`config.mk`:
```
export PLATFORM = sky130hd
export DESIGN_NAME = crq_completer_request_port
export DESIGN_NICKNAME = d
export VERILOG_FILES = /design/src/logic/crq_pkg.sv /design/src/logic/crq_completer_request_port.sv
export SDC_FILE = /design/constraint.sdc
export NUM_CORES = 1
export LEC_CHECK = 0
export ABC_AREA = 1
export BUFFER_PORTS_ARGS = -buffer_cell sky130_fd_sc_hd__buf_2
export CAP_MARGIN = 20
export CORE_AREA = 3 3 438 440
export CTS_CLUSTER_DIAMETER = 30
export DETAILED_ROUTE_END_ITERATION = 8
export DIE_AREA = 0 0 441 443
export GPL_TIMING_DRIVEN = 0
export MAX_ROUTING_LAYER = met4
export PLACE_DENSITY_LB_ADDON = 0.1
export SLEW_MARGIN = 10
export SYNTH_ARGS = -nofsm -noshare
export SYNTH_HDL_FRONTEND = slang
export SYNTH_SLANG_ARGS = --single-unit
```
`constraint.sdc`:
```
create_clock -name pclk -period 6.1 [get_ports pclk]
set_clock_uncertainty 0.15 [all_clocks]
set_input_delay 0.61 -clock pclk [delete_from_list [all_inputs] [get_ports pclk]]
set_output_delay 0.61 -clock pclk [all_outputs]
set_load 0.02 [all_outputs]
```
`src/logic/crq_pkg.sv`:
```
// Purpose: Shared constants and carrier types for the completer request stream port
// Assumes: One clock domain, APB register access, 32-bit register words
// Notes:   Sideband struct order gives the bit positions of the 88-bit vector
package crq_pkg;

    // ----------------------------------------------------------------
    // Stream geometry
    // ----------------------------------------------------------------
    localparam int          MAX_WIDTH     = 256;
    localparam int          MAX_LANES     = 8;
    localparam int          MAX_BYTES     = 32;
    localparam int          SIDEBAND_W    = 88;
    localparam logic [5:0]  CREDIT_MAX    = 6'h20;
    localparam logic [1:0]  GRANT_NONE    = 2'h0;

    // ----------------------------------------------------------------
    // Register map (byte addresses, low address bits decoded)
    // ----------------------------------------------------------------
    localparam int          REG_ADDR_W    = 8;
    localparam logic [7:0]  REG_CTRL      = 8'h00;
    localparam logic [7:0]  REG_STATUS    = 8'h04;
    localparam logic [7:0]  REG_POSTED    = 8'h08;
    localparam logic [7:0]  REG_NONPOSTED = 8'h0C;
    localparam logic        CTRL_RESET    = 1'h1;
    localparam int          STAT_LINK_BIT = 8;
    localparam int          STAT_BUSY_BIT = 9;
    localparam int          STAT_NP_BIT   = 10;

    // ----------------------------------------------------------------
    // Types
    // ----------------------------------------------------------------
    typedef enum logic [2:0] {
        SRC_IDLE      = 3'h1,
        SRC_POSTED    = 3'h2,
        SRC_NONPOSTED = 3'h4
    } crq_src_t;

    typedef struct packed {
        logic [2:0]  reserved;
        logic [31:0] parity;
        logic [7:0]  hint_steering_tag;
        logic [1:0]  hint_type;
        logic        hint_present;
        logic        discontinue;
        logic        start;
        logic [31:0] byte_valid;
        logic [3:0]  final_dword_byte_mask;
        logic [3:0]  first_dword_byte_mask;
    } crq_sideband_t;

    typedef struct packed {
        logic [255:0] data;
        logic [7:0]   dword_keep;
        logic [31:0]  byte_valid;
        logic [3:0]   first_dword_byte_mask;
        logic [3:0]   final_dword_byte_mask;
        logic         full_masks;
        logic         short_transfer;
        logic         zero_length;
        logic         has_payload;
        logic         hint_present;
        logic [1:0]   hint_type;
        logic [7:0]   hint_steering_tag;
        logic         payload_error;
        logic         last;
    } crq_beat_t;

    typedef struct packed {
        logic          out_valid;
        logic [255:0]  out_data;
        logic [7:0]    out_keep;
        crq_sideband_t out_side;
        logic          out_end;
        crq_src_t      sel;
        logic          last_np;
        logic [5:0]    credit;
        logic [5:0]    level;
        logic          enable;
        logic [15:0]   posted_cnt;
        logic [15:0]   np_cnt;
        logic          pready;
        logic [31:0]   prdata;
        logic          pslverr;
    } crq_state_t;

endpackage

```
`src/logic/crq_completer_request_port.sv`:
```
// Purpose: Delivers received requests to user logic on the completer request stream
// Assumes: Posted and non-posted sources feed whole packets beat after beat
// Notes:   Overview of operation below; APB holds enable, status and packet counts
//
// Overview of operation
// - Data lines above configured width held zero
// - 88-bit sideband accompanies data while valid
// - End flag on final beat of packet
// - Dword keep contiguous, full except final beat
// - Keep bits above configured lanes held zero
// - Valid stays high through whole packet
// - Hold beat stable until ready accepts it
// - Nonzero grant code adds one credit
// - Non-posted delivery consumes credit, stops at zero
// - Posted packets flow while non-posted paused
// - Grants accepted any cycle, unaligned to packets
// - Credit level output, saturating at 32
// - Credit cleared by reset or link down
// - First dword mask, ones for atomics/messages
// - Final mask ones or zero per request kind
// - Byte flags mark payload bytes only
// - Start bit on first beat
// - Discontinue only with end and payload error
// - Hint presence, type and steering tag
// - Odd parity per byte, upper bits zero
// - Sideband bits 87 to 85 unused
`timescale 1ns/1ns

module crq_completer_request_port #(
    parameter int STREAM_WIDTH = 256
) (
    input  wire logic                  pclk,
    input  wire logic                  presetn,
    input  wire logic                  psel,
    input  wire logic                  penable,
    input  wire logic                  pwrite,
    input  wire logic [31:0]           paddr,
    input  wire logic [31:0]           pwdata,
    output logic      [31:0]           prdata,
    output logic                       pready,
    output logic                       pslverr,
    input  wire logic                  link_up,
    input  wire crq_pkg::crq_beat_t    posted_beat,
    input  wire logic                  posted_valid,
    output logic                       posted_ready,
    input  wire crq_pkg::crq_beat_t    nonposted_beat,
    input  wire logic                  nonposted_valid,
    output logic                       nonposted_ready,
    output logic      [255:0]          request_stream_data,
    output crq_pkg::crq_sideband_t     request_stream_sideband,
    output logic                       request_stream_end,
    output logic      [7:0]            request_stream_dword_keep,
    output logic                       request_stream_valid,
    input  wire logic                  request_stream_ready,
    input  wire logic [1:0]            nonposted_credit_grant,
    output logic      [5:0]            nonposted_credit_level
);

    // ----------------------------------------------------------------
    // Width masks
    // ----------------------------------------------------------------
    localparam int           LANES     = STREAM_WIDTH / 32;
    localparam int           BYTES     = STREAM_WIDTH / 8;
    localparam logic [255:0] DATA_MASK = {256{1'b1}} >> (crq_pkg::MAX_WIDTH - STREAM_WIDTH);
    localparam logic [7:0]   KEEP_MASK = 8'hFF >> (crq_pkg::MAX_LANES - LANES);
    localparam logic [31:0]  BYTE_MASK = 32'hFFFFFFFF >> (crq_pkg::MAX_BYTES - BYTES);

    crq_pkg::crq_state_t s_q;
    crq_pkg::crq_state_t s_d;
    logic [31:0]         posted_par;
    logic [31:0]         np_par;

    // ----------------------------------------------------------------
    // Byte parity for both sources
    // ----------------------------------------------------------------
    // Parity is formed on each used byte of the source data; bits for unused upper bytes are tied zero
    for (genvar i = 0; i < crq_pkg::MAX_BYTES; i++) begin : g_par
        if (i < BYTES) begin : g_used
            assign posted_par[i] = ~^posted_beat.data[8*i +: 8];
            assign np_par[i]     = ~^nonposted_beat.data[8*i +: 8];
        end else begin : g_unused
            assign posted_par[i] = 1'b0;
            assign np_par[i]     = 1'b0;
        end
    end

    // ----------------------------------------------------------------
    // Next state
    // ----------------------------------------------------------------
    always_comb begin
        crq_pkg::crq_beat_t     beat;
        crq_pkg::crq_src_t      pick;
        crq_pkg::crq_sideband_t side;
        logic                   can_load;
        logic                   start;
        logic                   take;
        logic                   inc;
        logic                   dec;
        logic                   access;
        logic [31:0]            par;
        logic [7:0]             reg_addr;
        s_d             = s_q;
        beat            = posted_beat;
        par             = posted_par;
        side            = '0;
        start           = 1'b0;
        take            = 1'b0;
        can_load        = 1'b0;
        inc             = 1'b0;
        dec             = 1'b0;
        posted_ready    = 1'b0;
        nonposted_ready = 1'b0;
        pick            = s_q.sel;
        reg_addr        = paddr[crq_pkg::REG_ADDR_W-1:0];
        access          = psel && !penable;

        // The output stage is a single register: it frees when the user takes it
        can_load = !s_q.out_valid || request_stream_ready;
        if (s_q.out_valid && request_stream_ready) begin
            s_d.out_valid = 1'b0;
        end

        // New packets only start between packets; non-posted needs credit
        // and alternates with posted so neither starves the other
        if (s_q.sel == crq_pkg::SRC_IDLE && can_load && s_q.enable && link_up) begin
            if (nonposted_valid && s_q.credit != '0 &&
                (!posted_valid || !s_q.last_np)) begin
                pick  = crq_pkg::SRC_NONPOSTED;
                start = 1'b1;
            end else if (posted_valid) begin
                pick  = crq_pkg::SRC_POSTED;
                start = 1'b1;
            end
        end

        unique case (pick)
            crq_pkg::SRC_POSTED: begin
                beat         = posted_beat;
                par          = posted_par;
                take         = can_load && posted_valid;
                posted_ready = can_load;
            end
            crq_pkg::SRC_NONPOSTED: begin
                beat            = nonposted_beat;
                par             = np_par;
                take            = can_load && nonposted_valid;
                nonposted_ready = can_load;
            end
            crq_pkg::SRC_IDLE: begin
                take = 1'b0;
            end
            default: begin
                take = 1'b0;
            end
        endcase

        // Sideband assembly
        side.first_dword_byte_mask = beat.full_masks ? 4'hF
                                   : beat.first_dword_byte_mask;
        side.final_dword_byte_mask = beat.full_masks ? 4'hF
                                   : beat.short_transfer ? 4'h0
                                   : beat.final_dword_byte_mask;
        side.byte_valid   = beat.zero_length ? 32'h0
                          : (beat.byte_valid & BYTE_MASK);
        side.start        = start;
        side.discontinue  = beat.payload_error && beat.last
                          && beat.has_payload;
        side.hint_present      = beat.hint_present;
        side.hint_type         = beat.hint_type;
        side.hint_steering_tag = beat.hint_steering_tag;
        side.parity       = par;
        side.reserved     = 3'h0;

        // A beat loads only when the stage is free, so a held beat never moves
        if (take) begin
            s_d.out_valid = 1'b1;
            s_d.out_data  = beat.data & DATA_MASK;
            s_d.out_keep  = beat.dword_keep & KEEP_MASK;
            s_d.out_side  = side;
            s_d.out_end   = beat.last;
            s_d.sel       = beat.last ? crq_pkg::SRC_IDLE : pick;
            if (start) begin
                s_d.last_np = (pick == crq_pkg::SRC_NONPOSTED);
                if (pick == crq_pkg::SRC_NONPOSTED) begin
                    s_d.np_cnt = s_q.np_cnt + 16'h1;
                end else begin
                    s_d.posted_cnt = s_q.posted_cnt + 16'h1;
                end
            end
        end

        // Credit counter: grants sampled every cycle regardless of packets
        inc = (nonposted_credit_grant != crq_pkg::GRANT_NONE);
        dec = take && start && (pick == crq_pkg::SRC_NONPOSTED);
        if (!link_up) begin
            s_d.credit = 6'h0;
        end else if (inc && !dec && s_q.credit < crq_pkg::CREDIT_MAX) begin
            s_d.credit = s_q.credit + 6'h1;
        end else if (dec && !inc) begin
            s_d.credit = s_q.credit - 6'h1;
        end
        // Level output trails the count by one cycle
        s_d.level = s_q.credit;

        // APB slave, no wait states: answer is prepared in the setup cycle
        s_d.pready  = access;
        s_d.pslverr = 1'b0;
        s_d.prdata  = 32'h0;
        if (access) begin
            unique case (reg_addr)
                crq_pkg::REG_CTRL: begin
                    s_d.prdata = {31'h0, s_q.enable};
                end
                crq_pkg::REG_STATUS: begin
                    s_d.prdata                         = {26'h0, s_q.credit};
                    s_d.prdata[crq_pkg::STAT_LINK_BIT] = link_up;
                    s_d.prdata[crq_pkg::STAT_BUSY_BIT] = (s_q.sel != crq_pkg::SRC_IDLE);
                    s_d.prdata[crq_pkg::STAT_NP_BIT]   = s_q.last_np;
                end
                crq_pkg::REG_POSTED: begin
                    s_d.prdata = {16'h0, s_q.posted_cnt};
                end
                crq_pkg::REG_NONPOSTED: begin
                    s_d.prdata = {16'h0, s_q.np_cnt};
                end
                default: begin
                    s_d.pslverr = 1'b1;
                end
            endcase
        end
        // Writes land on the completing edge only; other registers are read-only
        if (psel && penable && s_q.pready && pwrite && !s_q.pslverr &&
            reg_addr == crq_pkg::REG_CTRL) begin
            s_d.enable = pwdata[0];
        end
        if (s_q.pready) begin
            s_d.pready  = 1'b0;
            s_d.pslverr = 1'b0;
        end
    end

    // ----------------------------------------------------------------
    // State register
    // ----------------------------------------------------------------
    always_ff @(posedge pclk or negedge presetn) begin
        if (!presetn) begin
            s_q        <= '0;
            s_q.sel    <= crq_pkg::SRC_IDLE;
            s_q.enable <= crq_pkg::CTRL_RESET;
        end else begin
            s_q <= s_d;
        end
    end

    // ----------------------------------------------------------------
    // Outputs
    // ----------------------------------------------------------------
    assign request_stream_data       = s_q.out_data;
    assign request_stream_sideband   = s_q.out_side;
    assign request_stream_end        = s_q.out_end;
    assign request_stream_dword_keep = s_q.out_keep;
    assign request_stream_valid      = s_q.out_valid;
    assign nonposted_credit_level    = s_q.level;
    assign prdata                    = s_q.prdata;
    assign pready                    = s_q.pready;
    assign pslverr                   = s_q.pslverr;

endmodule

```
==> results.md <==
* Result of the run: finished clean
* Effective utilization at floorplan at 14.6%
* Critical Path Sink Type: flip-flop
* Post-DR vias/cell at 3.66
* Met1 GRT Util at 17.6%
* Filler-free cell count of the finished design at 7941
* Data arrival at the endpoint of the critical path at 4.37 ns
* Leading register cell type out of synthesis: sky130_fd_sc_hd__dfrtp_1
* Largest net degree at the start of global routing at 87
* Design area at 46500 sq um
* Clk buf depth at 3
* Clock tree from TritonCTS: yes
* Busiest metal layer after global routing: met2
* Wire length of the first global-routing pass at 224000 um
* DP HPWL at 130000 um
* Hold violation total from the final report at 0
* Antenna violations before repair at 76
* Length in cells of the worst reg-to-reg path at 14
* Area delta synth->final at 69.4%
* Share of the synthesized area in the top cell type at 37.9%
* Maximum operating frequency at 259 MHz
* Avg WL per Cell at 20.1 um
* Category of the worst setup path launch point: flip-flop
* Largest fanout on the critical path at 10
* Number of enable flip-flop cells after synthesis at 0
* Synthesis Warnings at 0
* Ratio of total power to cell area at 472 nW/um^2
* Grt ovf at 0
* Worst-path cell chain: nand2_1 > inv_1 > nand2_1 > nor2_2 > nand3_2 > nand3_2 > buf_2 > nand3_1 > nand2_1 > clkbuf_1 > a21oi_1 > dlygate4sd3_1 > nand2_1 > nand2_1
* Post-Synthesis Cells at 3562
* Number of max-slew violations in the final report at 0
* # port buffers at 1038
* Worst slew slack as a fraction of its limit at 34.4%
* Std-Cell Core Area at 188000 sq um
* Post-synthesis async set-or-reset flop share at 100%
* Placed cell area at 36100 sq um
* Setup violators final at 0
* Row count at 159
* Number of buffers inserted to repair setup after CTS at 0
* Maximum capacitance violations at 0
* Insertion delay to the later sink of the worst-skew pair at 0.78 ns
* Hold path depth at 3
* Vias post-DR at 29000
* Largest area contributor in the synthesized netlist: sky130_fd_sc_hd__dfrtp_1
* Final-layout fill cell count at 21200
* Total Nets Final at 5993
* Initial DRC Count at 1029
* Worst setup slack before clock tree synthesis at 2.26 ns
* Largest cells by area after synthesis: sky130_fd_sc_hd__dfrtp_1, sky130_fd_sc_hd__nand2_1, sky130_fd_sc_hd__buf_4, sky130_fd_sc_hd__xnor2_1, sky130_fd_sc_hd__o21ai_1
* Post-synthesis sequential area ratio at 38.1%
* Worst path setup slack after routing at 2.25 ns
* Post-Place Cells at 7121
* Number of global-route vias before repair at 31200
* Required time of the critical path at 6.61 ns
* Crit path max-delay cell type: sky130_fd_sc_hd__clkbuf_1
* Final critical-path share of the clock period at 63.2%
* Setup TNS at 0 ns
* Setup repair after global routing missed its margin: false
* Stage delay of the slowest cell on the critical path at 0.61 ns
* Pre-antenna DRT Iters at 5
* Count of cell types in the netlist at 39
* I/O Pins at 1113
* Clock root buffer master: sky130_fd_sc_hd__clkbuf_16
* Leakage power figure at 24.3 nW
* Critical path start-end classification: flip-flop to flip-flop
* Share of post-route cells with drive strength above 1 at 33.8%
* Final weighted congestion of routability-driven global placement at 0.837
* Least-Margin Pin Slew at 0.983 ns
* Clock sink count at 418
* IR drop worst, VDD at 0.221 mV
* Post-route worst hold slack at 0.0760 ns
* DRC Markers at 0
* Seq cells post-synth at 418
* Post-synthesis instance area at 27500 sq um
* Remaining antenna violation count at 0
* CTS clk-pin slew, worst paths at 0.04 ns
* Overall die area at 195000 sq um
* TritonCTS Buffers at 175
* Min Tclk post-route at 3.85 ns
* Most used cell, CP: sky130_fd_sc_hd__nand2_1
* Met3 demand-to-capacity share in global routing at 4.11%
* GR met2 Demand/Resource at 29.7%
* DIE HEIGHT at 443 um
* Total routing usage reported by global routing at 16.4%
* Hold crit path type: input pin to flip-flop
* Horizontal die dimension at 441 um
* Total Routed Length at 159000 um
* Post-Synthesis Mean Instance Area at 7.71 sq um
* Total number of H-tree levels at 4
==> sequential cells by signal, summed over array words and instances, names as in the netlist <==
name                       cells
nonposted_credit_level         6
request_stream_valid           1
pslverr                        1
s_q                           37
request_stream_sideband       85
request_stream_data          256
request_stream_end             1
pready                         1
request_stream_dword_keep      8
s_d                            6
prdata                        16
==> area by class of cell <==
type,instances,area (sq um),area share [%]
clock inverters,27,350,0.753
clock buffers,286,5340,11.5
diodes,41,103,0.221
plain buffers,555,3790,8.14
well taps,2495,3120,6.71
repair buffers,1512,10100,21.7
inverters,340,1280,2.74
multi-input cells,2267,12000,25.8
flip-flops and latches,418,10500,22.5
==> stage by stage <==
step	utilization [%]	power [mW]
6_report	24.7	22.0
5_1_grt	24.7	23.4
4_1_cts	24.7	22.5
3_5_place_dp	19.2	13.5
3_3_place_gp	19.1	13.5
2_1_floorplan	-	9.88
==> metal layers <==
metal	part of all wire, %	vias to the layer above
met4	2.8	0
met1	39	13600
met3	5.5	272
li1	-	14300
met2	53	845
met5	0	-
==> final timing paths <==
path                                     start                          end  slack (ns)
max                                    s_q[66]  request_stream_sideband[16]        2.25
max reg2reg                            s_q[66]  request_stream_sideband[16]        2.25
min reg2reg                            s_d[67]    nonposted_credit_level[0]        0.29
min in group asynchronous              presetn      request_stream_data[52]        0.20
min                        nonposted_beat[269]     request_stream_data[204]        0.08
max in group asynchronous              presetn     request_stream_data[142]        3.86
==> synth_stat cells (3+ instances only) <==
cell type / n
sky130_fd_sc_hd__nor3_1: 8
sky130_fd_sc_hd__inv_2: 4
sky130_fd_sc_hd__clkbuf_1: 44
sky130_fd_sc_hd__xnor2_1: 328
sky130_fd_sc_hd__inv_1: 334
sky130_fd_sc_hd__nor2_1: 36
sky130_fd_sc_hd__nand2_1: 980
sky130_fd_sc_hd__o21ai_0: 275
sky130_fd_sc_hd__nand3_1: 87
sky130_fd_sc_hd__buf_2: 88
sky130_fd_sc_hd__o221ai_1: 5
sky130_fd_sc_hd__buf_6: 6
sky130_fd_sc_hd__o22ai_1: 7
sky130_fd_sc_hd__buf_1: 4
sky130_fd_sc_hd__xor2_1: 154
sky130_fd_sc_hd__nand3_2: 3
sky130_fd_sc_hd__a21oi_1: 46
sky130_fd_sc_hd__o21ai_1: 287
sky130_fd_sc_hd__buf_4: 413
sky130_fd_sc_hd__ha_1: 6
sky130_fd_sc_hd__dfrtp_1: 416
sky130_fd_sc_hd__nand4_1: 9
==> cell usage in the layout (no fill, tap or decap), types with 54 or more instances in the layout <==
cell	synthesis	routed
sky130_fd_sc_hd__buf_2	88	1125
sky130_fd_sc_hd__nand2_1	980	980
sky130_fd_sc_hd__dlygate4sd3_1	0	466
sky130_fd_sc_hd__dfrtp_1	416	416
sky130_fd_sc_hd__buf_4	413	413
sky130_fd_sc_hd__inv_1	334	334
sky130_fd_sc_hd__xnor2_1	328	328
sky130_fd_sc_hd__o21ai_1	287	287
sky130_fd_sc_hd__o21ai_0	275	275
sky130_fd_sc_hd__clkbuf_16	0	175
sky130_fd_sc_hd__xor2_1	154	154
sky130_fd_sc_hd__clkbuf_1	44	101
sky130_fd_sc_hd__nand3_1	87	87
sky130_fd_sc_hd__clkbuf_8	0	54
==> worst max-delay path, delay by kind of cell, from the launching register on <==
kind | cells | cell delay (ns)
AO/OA/AOI/OAI | 1 | 0.08
buffers and inverters | 4 | 1.66
flip-flops | 1 | 0.56
AND/OR/NAND/NOR | 9 | 1.27
==> what timing repair did <==
item | CTS | global route
resized for setup | 0 | 0
endpoints found under the hold margin | 376 | 0
hold buffers | 466 | 0
endpoints found under the setup margin | 0 | 0
==> cells by family after synthesis <==
group	count (synthesis)	share of synthesized area (%)
compound gates	626	11.6
fa+ha+maj	7	0.346
buf+inv	895	18.4
flops	418	38.1
other cells	1	0.0137
simple gates	1133	16.2
xor+xnor	482	15.4
==> power by group <==
part | internal, mW | switching (mW) | total, mW
sequential | 3.93 | 0.655 | 4.59
combinational | 3.84 | 5.25 | 9.09
clock | 5.89 | 2.40 | 8.29
No activity file was read; power rests on OpenSTA's default activity.
